File: src/logic/acd_pkg.sv
/*
  Shared constants for the add/compare/decrement execution sequencer:
  opcode fields, supported operation and mode codes, reset values and
  the cycle counts of the fetch and of the four instructions whose length is asserted.
  Assumes an 8-bit data path and 8-bit memory and port address spaces.
*/
package acd_pkg;

  localparam int DATA_W = 8;
  localparam int OP_W = 5;
  localparam int MODE_W = 3;

  // Opcode field positions
  localparam int OP_HI = 7;
  localparam int OP_LO = 3;
  localparam int MODE_HI = 2;
  localparam int MODE_LO = 0;

  // Operation codes (upper five opcode bits)
  localparam logic [OP_W-1:0] OP_PORT_READ = 5'h01;
  localparam logic [OP_W-1:0] OP_COMPARE = 5'h07;
  localparam logic [OP_W-1:0] OP_ADD = 5'h0c;
  localparam logic [OP_W-1:0] OP_MINUS_ONE = 5'h0e;

  // Addressing modes (lower three opcode bits)
  localparam logic [MODE_W-1:0] MODE_DIRECT = 3'h0;
  localparam logic [MODE_W-1:0] MODE_REG_ACC = 3'h2;
  localparam logic [MODE_W-1:0] MODE_REG_INDEX = 3'h3;
  localparam logic [MODE_W-1:0] MODE_INDIRECT = 3'h4;
  localparam logic [MODE_W-1:0] MODE_IMMEDIATE = 3'h6;

  // Full opcodes used for cycle checks
  localparam logic [DATA_W-1:0] OPC_ADD_IMM = 8'h66;
  localparam logic [DATA_W-1:0] OPC_CMP_DIR = 8'h38;
  localparam logic [DATA_W-1:0] OPC_DEC_DIR = 8'h70;
  localparam logic [DATA_W-1:0] OPC_PORT_DIR = 8'h08;

  // Instruction lengths in clock cycles
  localparam int CYC_FETCH = 3;
  localparam int CYC_ADD_IMM = 6;
  localparam int CYC_CMP_DIR = 9;
  localparam int CYC_DEC_DIR = 11;
  localparam int CYC_PORT_DIR = 9;

  localparam logic [DATA_W-1:0] RST_BYTE = 8'h00;
  localparam logic [DATA_W-1:0] ONE_BYTE = 8'h01;
  localparam logic [DATA_W-1:0] TWO_BYTE = 8'h02;
  localparam logic [7:0] LEN_ONE = 8'h01;

  typedef enum logic [3:0] {
    ST_FETCH_ADDR, ST_FETCH_DATA, ST_FETCH_LOAD,
    ST_B2_ADDR, ST_B2_DATA, ST_MOVE_OPND, ST_OPND_FROM_INDEX,
    ST_OPND_ADDR, ST_OPND_DATA, ST_LOAD_ACC, ST_DEC_HOLD,
    ST_EXEC, ST_ACC_TO_INDEX
  } acd_step_t;

endpackage

File: src/logic/acd_exec.sv
/*
  Execution sequencer for the add/compare/decrement/port-read subset of an
  8-bit microprogrammed CPU, with its accumulator, index register, zero flag,
  program counter and ALU.
  Assumes memory and port devices on the same clock that return read data
  combinationally during the second cycle of a read; other opcodes are skipped.
*/
// Contract
// - Every instruction opens with three fetch cycles
// - Operand latch to address latch, memory strobe
// - Hold address and strobe, capture data next
// - Second byte captured, program counter advances
// - Add immediate: six cycles, counter plus two
// - ALU first input accumulator, sum written back
// - Direct compare: nine cycles, zero on equal
// - Compare accumulator sets zero, four cycles
// - Compare index register: four cycles
// - Indirect compare: seven cycles, counter plus one
// - Immediate compare: six cycles, counter plus two
// - Compare leaves accumulator and index untouched
// - Zero flag taken from ALU zero output, set to one directly for compare accumulator
// - Direct decrement: load, decrement, eleven cycles
// - Accumulator decrement: four cycles
// - Index decrement via accumulator, seven cycles
// - Indirect decrement: nine cycles, counter plus one
// - Immediate decrement: eight cycles, counter plus two
// - Direct port read into accumulator, nine cycles
// - Port strobe with address, data next cycle
// - Operation upper five bits, mode lower three
`timescale 1ns/10ps
module acd_exec
(
  input wire logic core_clk,
  input wire logic rst_b,
  output logic [acd_pkg::DATA_W-1:0] mem_addr,
  output logic memory_read_strobe,
  input wire logic [acd_pkg::DATA_W-1:0] mem_data,
  output logic [acd_pkg::DATA_W-1:0] port_addr,
  output logic port_read_strobe,
  input wire logic [acd_pkg::DATA_W-1:0] port_data,
  output logic [acd_pkg::DATA_W-1:0] acc,
  output logic [acd_pkg::DATA_W-1:0] index,
  output logic zero_flag,
  output logic [acd_pkg::DATA_W-1:0] program_counter,
  output logic instr_start
);
  import acd_pkg::*;

  acd_step_t step_reg;
  acd_step_t step_next;
  logic [DATA_W-1:0] address_latch_reg;
  logic [DATA_W-1:0] fetched_byte_latch_reg;
  logic [DATA_W-1:0] opcode_holding_latch_reg;
  logic [DATA_W-1:0] operand_latch_reg;
  logic [DATA_W-1:0] acc_reg;
  logic [DATA_W-1:0] index_reg;
  logic [DATA_W-1:0] pc_reg;
  logic zero_reg;
  logic [OP_W-1:0] op;
  logic [MODE_W-1:0] mode;
  logic [OP_W-1:0] new_op;
  logic [MODE_W-1:0] new_mode;
  logic is_port;
  logic [DATA_W-1:0] alu_a;
  logic [DATA_W-1:0] alu_b;
  logic [DATA_W-1:0] alu_f;
  logic alu_zero;

  assign op = opcode_holding_latch_reg[OP_HI:OP_LO];
  assign mode = opcode_holding_latch_reg[MODE_HI:MODE_LO];
  assign new_op = fetched_byte_latch_reg[OP_HI:OP_LO];
  assign new_mode = fetched_byte_latch_reg[MODE_HI:MODE_LO];
  assign is_port = (op == OP_PORT_READ);

  // First step after the opcode is known; unsupported opcodes fall back to fetch
  function automatic acd_step_t entry_step(input logic [OP_W-1:0] o, input logic [MODE_W-1:0] m);
    acd_step_t s;
    s = ST_FETCH_ADDR;
    case (m)
      MODE_DIRECT:
        if (o == OP_COMPARE || o == OP_MINUS_ONE || o == OP_PORT_READ)
          s = ST_B2_ADDR;
      MODE_IMMEDIATE:
        if (o == OP_COMPARE || o == OP_MINUS_ONE || o == OP_ADD)
          s = ST_B2_ADDR;
      MODE_INDIRECT:
        if (o == OP_COMPARE || o == OP_MINUS_ONE)
          s = ST_OPND_FROM_INDEX;
      MODE_REG_ACC:
        if (o == OP_COMPARE || o == OP_MINUS_ONE)
          s = ST_EXEC;
      MODE_REG_INDEX:
        if (o == OP_COMPARE)
          s = ST_EXEC;
        else if (o == OP_MINUS_ONE)
          s = ST_LOAD_ACC;
      default:
        s = ST_FETCH_ADDR;
    endcase
    return s;
  endfunction

  always_comb
  begin
    step_next = ST_FETCH_ADDR;
    case (step_reg)
      ST_FETCH_ADDR: step_next = ST_FETCH_DATA;
      ST_FETCH_DATA: step_next = ST_FETCH_LOAD;
      ST_FETCH_LOAD: step_next = entry_step(new_op, new_mode);
      ST_B2_ADDR: step_next = ST_B2_DATA;
      ST_B2_DATA:
        if (mode == MODE_DIRECT)
          step_next = ST_MOVE_OPND;
        else if (op == OP_MINUS_ONE)
          step_next = ST_LOAD_ACC;
        else
          step_next = ST_EXEC;
      ST_MOVE_OPND: step_next = ST_OPND_ADDR;
      ST_OPND_FROM_INDEX: step_next = ST_OPND_ADDR;
      ST_OPND_ADDR: step_next = ST_OPND_DATA;
      ST_OPND_DATA: step_next = (op == OP_COMPARE) ? ST_EXEC : ST_LOAD_ACC;
      ST_LOAD_ACC: step_next = is_port ? ST_FETCH_ADDR : ST_DEC_HOLD;
      ST_DEC_HOLD: step_next = ST_EXEC;
      ST_EXEC:
        if (op == OP_MINUS_ONE && mode == MODE_REG_INDEX)
          step_next = ST_ACC_TO_INDEX;
        else
          step_next = ST_FETCH_ADDR;
      ST_ACC_TO_INDEX: step_next = ST_FETCH_ADDR;
      default: step_next = ST_FETCH_ADDR;
    endcase
  end

  always_ff @(posedge core_clk)
    if (!rst_b)
      step_reg <= ST_FETCH_ADDR;
    else
      step_reg <= step_next;

  // Address latch loads at the end of the address cycle and holds through the data cycle
  always_ff @(posedge core_clk)
    if (!rst_b)
      address_latch_reg <= RST_BYTE;
    else if (step_reg == ST_FETCH_ADDR || step_reg == ST_B2_ADDR)
      address_latch_reg <= pc_reg;
    else if (step_reg == ST_OPND_ADDR)
      address_latch_reg <= operand_latch_reg;

  always_ff @(posedge core_clk)
    if (!rst_b)
      operand_latch_reg <= RST_BYTE;
    else if (step_reg == ST_MOVE_OPND)
      operand_latch_reg <= fetched_byte_latch_reg;
    else if (step_reg == ST_OPND_FROM_INDEX)
      operand_latch_reg <= index_reg;

  always_ff @(posedge core_clk)
    if (!rst_b)
      fetched_byte_latch_reg <= RST_BYTE;
    else if (step_reg == ST_FETCH_DATA || step_reg == ST_B2_DATA)
      fetched_byte_latch_reg <= mem_data;
    else if (step_reg == ST_OPND_DATA)
      fetched_byte_latch_reg <= is_port ? port_data : mem_data;

  always_ff @(posedge core_clk)
    if (!rst_b)
      opcode_holding_latch_reg <= RST_BYTE;
    else if (step_reg == ST_FETCH_LOAD)
      opcode_holding_latch_reg <= fetched_byte_latch_reg;

  always_ff @(posedge core_clk)
    if (!rst_b)
      pc_reg <= RST_BYTE;
    else if (step_reg == ST_FETCH_DATA || step_reg == ST_B2_DATA)
      pc_reg <= pc_reg + ONE_BYTE;

  // ALU: first input is always the accumulator
  always_comb
  begin
    alu_a = acc_reg;
    if (op == OP_MINUS_ONE)
      alu_b = ONE_BYTE;
    else if (mode == MODE_REG_ACC)
      alu_b = acc_reg;
    else if (mode == MODE_REG_INDEX)
      alu_b = index_reg;
    else
      alu_b = fetched_byte_latch_reg;
    alu_f = (op == OP_ADD) ? alu_a + alu_b : alu_a - alu_b;
  end

  assign alu_zero = (alu_f == RST_BYTE);

  // Compare never writes the accumulator, so its difference is simply dropped
  always_ff @(posedge core_clk)
    if (!rst_b)
      acc_reg <= RST_BYTE;
    else if (step_reg == ST_LOAD_ACC)
      acc_reg <= (mode == MODE_REG_INDEX) ? index_reg : fetched_byte_latch_reg;
    else if (step_reg == ST_EXEC && op != OP_COMPARE)
      acc_reg <= alu_f;

  always_ff @(posedge core_clk)
    if (!rst_b)
      index_reg <= RST_BYTE;
    else if (step_reg == ST_ACC_TO_INDEX)
      index_reg <= acc_reg;

  always_ff @(posedge core_clk)
    if (!rst_b)
      zero_reg <= 1'b0;
    else if (step_reg == ST_EXEC && op == OP_COMPARE)
      zero_reg <= (mode == MODE_REG_ACC) ? 1'b1 : alu_zero;

  // Strobes are combinational from the step so they cover both cycles of a read
  assign memory_read_strobe = (step_reg == ST_FETCH_ADDR) || (step_reg == ST_FETCH_DATA)
    || (step_reg == ST_B2_ADDR) || (step_reg == ST_B2_DATA)
    || (!is_port && (step_reg == ST_OPND_ADDR || step_reg == ST_OPND_DATA));
  assign port_read_strobe = is_port && (step_reg == ST_OPND_ADDR || step_reg == ST_OPND_DATA);
  assign mem_addr = address_latch_reg;
  assign port_addr = address_latch_reg;
  assign acc = acc_reg;
  assign index = index_reg;
  assign zero_flag = zero_reg;
  assign program_counter = pc_reg;
  assign instr_start = (step_reg == ST_FETCH_ADDR);

  // Checking helpers: length and program counter change of the instruction just ended
  logic [7:0] len_cnt_reg;
  logic [DATA_W-1:0] pc_start_reg;
  logic started_reg;

  always_ff @(posedge core_clk)
    if (!rst_b)
    begin
      len_cnt_reg <= LEN_ONE;
      pc_start_reg <= RST_BYTE;
      started_reg <= 1'b0;
    end
    else
    begin
      len_cnt_reg <= (step_reg == ST_FETCH_ADDR) ? LEN_ONE : len_cnt_reg + LEN_ONE;
      if (step_reg == ST_FETCH_ADDR)
        pc_start_reg <= pc_reg;
      if (step_reg == ST_FETCH_LOAD)
        started_reg <= 1'b1;
    end
endmodule

File: config.mk
export PLATFORM = sky130hd
export DESIGN_NAME = acd_exec
export DESIGN_NICKNAME = d
export VERILOG_FILES = /design/src/logic/acd_pkg.sv /design/src/logic/acd_exec.sv
export SDC_FILE = /design/constraint.sdc
export NUM_CORES = 1
export LEC_CHECK = 0
export BUFFER_PORTS_ARGS = -buffer_cell sky130_fd_sc_hd__buf_2
export CORE_MARGIN = 1.5
export CORE_UTILIZATION = 55
export CTS_BUF_LIST = sky130_fd_sc_hd__clkbuf_16
export CTS_CLUSTER_SIZE = 24
export DETAILED_ROUTE_END_ITERATION = 16
export HOLD_SLACK_MARGIN = 0.08
export PLACE_DENSITY = 0.78
export SLEW_MARGIN = 5
export SYNTH_ARGS = -nofsm -noshare
export SYNTH_HDL_FRONTEND = slang
export SYNTH_SLANG_ARGS = --single-unit
File: constraint.sdc
create_clock -name core_clk -period 4 [get_ports core_clk]
set_input_delay 0 -clock core_clk [delete_from_list [all_inputs] [get_ports core_clk]]
set_output_delay 0 -clock core_clk [all_outputs]
set_load 0.01 [all_outputs]
==> Word-level counts from Yosys, hierarchy flattened <==
Index checks and enable logic that the tools add are counted.
{ "word_totals": {"reg_bits": 61, "output_inout_bits": 44, "word_cells": 91} }
{ "op_classes": {"n_mux": 27, "n_reduce_logical": 25, "n_addsub": 3, "eq_ne": 27} }
{ "op_table": {"columns": ["op", "count"], "rows": [
  ["2-to-1 mux 8 bit", 13],
  ["one-hot mux 4 bit (11 select lines)", 1],
  ["2-to-1 mux 4 bit", 6],
  ["== test 4 bit, second input constant", 5],
  ["== test 5 x 4 -> 1 bit, second input constant", 4],
  ["one-hot mux 4 bit (5 select lines)", 1],
  ["== test 4 x 3 -> 1 bit, second input constant", 4],
  ["== test 3 x 2 -> 1 bit, second input constant", 4],
  ["== test 5 x 1 -> 1 bit, second input constant", 2],
  ["== test 5 x 3 -> 1 bit, second input constant", 2],
  ["logical OR 1 bit", 10],
  ["adder 8 x 1 -> 8 bit, second input constant", 1],
  ["adder 8 bit", 1],
  ["== test 4 x 2 -> 1 bit, second input constant", 2],
  ["zero test 8 bit", 1],
  ["2-to-1 mux 2 bit", 4],
  ["nonzero test 2 bit", 4],
  ["subtractor 8 bit", 1],
  ["== test 3 bit, second input constant", 2],
  ["zero test 3 bit", 2],
  ["logical AND 1 bit", 5],
  ["inequality test 5 x 3 -> 1 bit, second input constant", 1],
  ["== test 4 x 1 -> 1 bit, second input constant", 1],
  ["zero test 4 bit", 1],
  ["other kinds (4)", 4]
]} }

==> Logic depth before layout (Yosys ltp) <==
{ "depth": {"word_depth": 8, "ltp_mapped": 18} }

==> Worst setup path before layout <==
OpenSTA, ideal clock, no wires.
{ "synth_path": {"kind": "reg-to-reg", "from": "register opcode_holding_latch_reg[0]", "to": "register zero_reg (netlist: zero_flag)", "path_slack_ps": 634, "stages_incl_launch_ff": 17, "period_less_slack_ps": 3366, "arrival_ps": 3270, "cell_sequence": "dfxtp_1 buf_2 mux2i_1 a21oi_1 or2_2 inv_1 ha_1 o31a_1 o22ai_1 a22o_1 ha_1 nand2_1 a21oi_1 a211oi_1 xnor2_1 or4_1 o41ai_2"} }
{ "synth_between": {"elab_chain_len": 8} }
{ "synth_rtl": {"columns": ["item", "line_no", "source"], "rows": [
  ["start: declaration", "acd_exec.sv:53", "logic [DATA_W-1:0] opcode_holding_latch_reg;"],
  ["start signal: assignment", "acd_exec.sv:169", "opcode_holding_latch_reg <= fetched_byte_latch_reg;"],
  ["== test 3 x 2 -> 1 bit", "acd_exec.sv:185", "else if (mode == MODE_REG_INDEX)"],
  ["2-to-1 mux 8 bit", "acd_exec.sv:185", null],
  ["2-to-1 mux 8 bit", "acd_exec.sv:183", "else if (mode == MODE_REG_ACC)"],
  ["2-to-1 mux 8 bit", "acd_exec.sv:181", "if (op == OP_MINUS_ONE)"],
  ["subtractor 8 bit / adder 8 bit (equally long branches)", "acd_exec.sv:189", "alu_f = (op == OP_ADD) ? alu_a + alu_b : alu_a - alu_b;"],
  ["2-to-1 mux 8 bit", "acd_exec.sv:189", null],
  ["zero test 8 bit", "acd_exec.sv:192", "assign alu_zero = (alu_f == RST_BYTE);"],
  ["2-to-1 mux 1 bit *", "acd_exec.sv:213", "zero_reg <= (mode == MODE_REG_ACC) ? 1'b1 : alu_zero;"],
  ["end signal: assignment", "acd_exec.sv:213", null],
  ["end: declaration", "acd_exec.sv:58", "logic zero_reg;"]
]} }
Mark *: on every way between the ends. The rest lies on a longest branch, timed or not.
A chain may end at the register's enable or synchronous reset.

==> Final worst setup path <==
Same ends and word-level chain as after synthesis.

==> impl_results.md <==
- Max stage delay on crit path: 0.68 ns
- Static Leak: 1.94 nW
- Ys Warns: 0
- Sw Ratio: 0.422
- WL per Instance: 16.8 microns
- Setup TNS: 0 ns
- Power per Cell Area: 725 mW/mm^2
- Post-synthesis cell count: 510
- Most used routing layer: met2
- Worst-Skew Late Latency: 0.33 ns
- Seq/Total Area, Yosys: 0.309
- Clock power share: 0.241
- Met3 Track Usage GR: 0.0566
- Fmax: 0.269 GHz
- CP Capture Type: flip-flop
- Die Y-Extent: 87.8 microns
- Post-synth EDFFs: 0
- I/O pin count: 62
- Port bufs: 61
- Worst Setup Start Kind: flip-flop
- Comb power frac: 0.485
- Crit-path slowest cell: dfxtp_1
- DIE AREA: 0.00771 sq mm
- Mapped Area: 0.00396 sq mm
- Overall Global Routing Usage: 0.309
- Max rail drop VDD: 326 uV
- Number of clock sinks: 61
- Core region area: 0.00687 sq mm
- Die width: 87.8 microns
- Hold Crit Class: flip-flop to flip-flop
- Status: finished, final reports clean
- MaxCap Viol Count: 0
- Post-CTS Resized: 0
- Largest net degree at the start of global routing: 56
- Crit path time final: 3.72 ns
- Via/cell ratio: 6.03
- Mapped Avg Cell Area: 7.75 sq um
- FILL cells: 561
- Critical Path RT: 4.23 ns
- Met1 GRT Util: 0.407
- Setup Viol. Count Final: 0
- Min-Delay Endpoint: mem_addr[7]
- Synth Area in Simple Gates: 0.242
- Slew @ Worst Pin: 1.22 ns
- Skew final: 0.00469 ns
- H-tree depth: 3
- First-pass GRT wire length: 18200 microns
- DRT iter0 DRCs: 319
- Total routed wirelength: 11300 microns
- Share of cells above drive strength 1: 0.175
- Yosys cell types: 62
- N_diodes: 0
- Hpwl dp: 7740 microns
- Std cell rows: 30
- Hold Crit Start: operand_latch_reg[7]
- Multi-input logic area: 0.00250 sq mm
- Ys async rst share: 0
- Flops & latches, synth: 61
- Initial Util: 0.576
- Largest family of logic cells by synthesized area: simple AND/OR/NAND/NOR gates
- Final Wtd Congestion: 0.947
- Area share of fa/ha/maj cells after synthesis: 0.0399
- RSZ-0062 raised after global routing: no
- Mux cell area share after synthesis: 0.0968
- Met2 Use GR: 0.494
- Rel. slew slack: 0.178
- Root buffer cell: clkbuf_16
- Reg power frac: 0.274
- TritonRoute pass-1 iters: 5
- Synth Area in Compound Gates: 0.212
- Post-route antenna net violation count: 0
- CP Class: flip-flop to flip-flop
- CTS tree: yes
- Clock slew at reported path FFs: 0.06 ns
- Area growth, synth to finish: 19.8%
- Hold path depth: 2
- CP Cell Sequence: mux2i_1, a21oi_1, or2_2, inv_1, ha_1, o31a_1, o22ai_1, a22o_1, ha_1, nand2_1, a21oi_1, a211oi_1, xnor2_1, or4_1, o41ai_2
- Post-synth top flop: dfxtp_1
- Final period utilization: 0.929
- Number of global-route vias before repair: 3724
- Internal: 1.98 mW
- WHS: 0.479 ns
- Crit path max fanout: 16
- CP arrival: 3.95 ns
- FF-to-FF setup slack: 0.28 ns
- DRC errors left: 0
- Syn_nets: 540
- Vias: 4033
- Worst r2r src: opcode_holding_latch_reg[0]
- Reg-to-reg endpoint: zero_flag
- Slew Viols, Final: 0
- Layout Nets: 598
- Final hold viol count: 0
- Worst R2R Path Depth: 15
- Psw: 1.45 mW
- CTS Buf Count: 9
- Grt total ovfl: 0
- Synth Area in XOR/XNOR: 0.0414
- Clock buffer depth: 2
- Initial antenna violation count: 0
- Storage cell area: 0.00122 sq mm
-- synthesized netlist by cell type, drive strengths merged (4+ instances only) --
| cell | number | area share |
|---|---|---|
| nor4 | 4 | 0.0063 |
| nand2 | 76 | 0.072 |
| inv | 13 | 0.012 |
| nand3 | 7 | 0.0089 |
| xor2 | 8 | 0.018 |
| mux2i | 30 | 0.076 |
| nor2b | 8 | 0.015 |
| xnor2 | 8 | 0.018 |
| a211oi | 27 | 0.051 |
| clkbuf | 23 | 0.022 |
| mux2 | 7 | 0.021 |
| nand2b | 8 | 0.013 |
| o211ai | 6 | 0.011 |
| nand4 | 4 | 0.0063 |
| nor3 | 13 | 0.018 |
| buf | 15 | 0.024 |
| a311oi | 9 | 0.020 |
| dfxtp | 61 | 0.31 |
| or3 | 4 | 0.0063 |
| ha | 11 | 0.035 |
| nor2 | 65 | 0.063 |
| o21ai | 18 | 0.023 |
| a21oi | 39 | 0.049 |
-- critical path: cells and delay by family (launching register included) --
kind / cells / cell delay [ns]
simple gates: 3 / 0.91
flops: 1 / 0.68
buf+inv: 1 / 0.06
compound gates: 7 / 1.12
xor+xnor: 1 / 0.11
fa+ha+maj: 2 / 0.49
mux: 1 / 0.24
-- timing repair --
action | 4_1_cts | 5_1_grt
setup buffers | 0 | 0
endpoints found under the setup margin | 0 | 0
hold endpoints to repair | 15 | 0
hold buffers | 17 | 0
-- cells by family (layout without fill, tap and decap cells) --
| group | Yosys count | after routing |
|---|---|---|
| AND/OR/NAND/NOR | 207 | 207 |
| AO/OA/AOI/OAI | 124 | 124 |
| flip-flops | 61 | 61 |
| buffers and inverters | 52 | 115 |
| multiplexers | 37 | 37 |
| XOR/XNOR | 17 | 17 |
| adder cells (fa/ha/maj) | 12 | 12 |
-- per-layer routing --
metal / vias up / share of wire / routed length, microns
met3: 31 / 0.083 / 930
met5: - / 0 / 0
li1: 1933 / - / -
met4: 0 / 0.025 / 282
met1: 1888 / 0.43 / 4880
met2: 181 / 0.46 / 5170
-- worst max path at each step --
stage	from	to	slack, ns
2_1_floorplan	opcode_holding_latch_reg[0]	zero_flag	0.63
3_3_place_gp	opcode_holding_latch_reg[0]	zero_flag	0.47
3_5_place_dp	opcode_holding_latch_reg[0]	zero_flag	0.36
4_1_cts	opcode_holding_latch_reg[0]	zero_flag	0.34
5_1_grt	opcode_holding_latch_reg[0]	zero_flag	0.09
6_report	opcode_holding_latch_reg[0]	zero_flag	0.28
-- power groups by stage --
stage          clock [mW]  combinational [mW]  sequential [mW]
5_1_grt             0.864                1.84            0.957
6_report            0.828                1.66            0.940
3_5_place_dp            0                1.61            0.941
3_3_place_gp            0                1.57            0.937
2_1_floorplan           0                1.41            0.790
4_1_cts             0.832                1.64            0.931
-- through the flow --
stage | utilization | instances | worst slack, ns | area (sq um) | total power [mW]
final | 0.690 | 669 | 0.282 | 4740 | 3.43
after global routing | 0.690 | 669 | 0.0905 | 4740 | 3.66
after CTS | 0.690 | 669 | 0.338 | 4740 | 3.41
after detailed placement | 0.619 | 636 | 0.356 | 4250 | 2.55
after global placement | 0.619 | 636 | 0.472 | 4250 | 2.50
after floorplan | - | 510 | 0.634 | 3960 | 2.20
-- placed cells by master (no fill, tap or decap), types with 12 or more instances in the layout --
cell type      count
o21ai_0           17
a21oi_1           39
a211oi_1          27
nor2_1            63
buf_2             61
nor3_1            12
mux2i_1           30
inv_1             13
nand2_1           76
dfxtp_1           61
dlygate4sd3_1     17
-- area by class of cell --
cell class / count / area share
sequential: 61 / 0.258
inverter: 14 / 0.0111
clock buffer: 9 / 0.0475
timing repair buffer: 85 / 0.111
clock inverter: 7 / 0.0193
multi-input combinational: 397 / 0.528
tap: 96 / 0.0253
No activity file was read; power rests on OpenSTA's default activity.
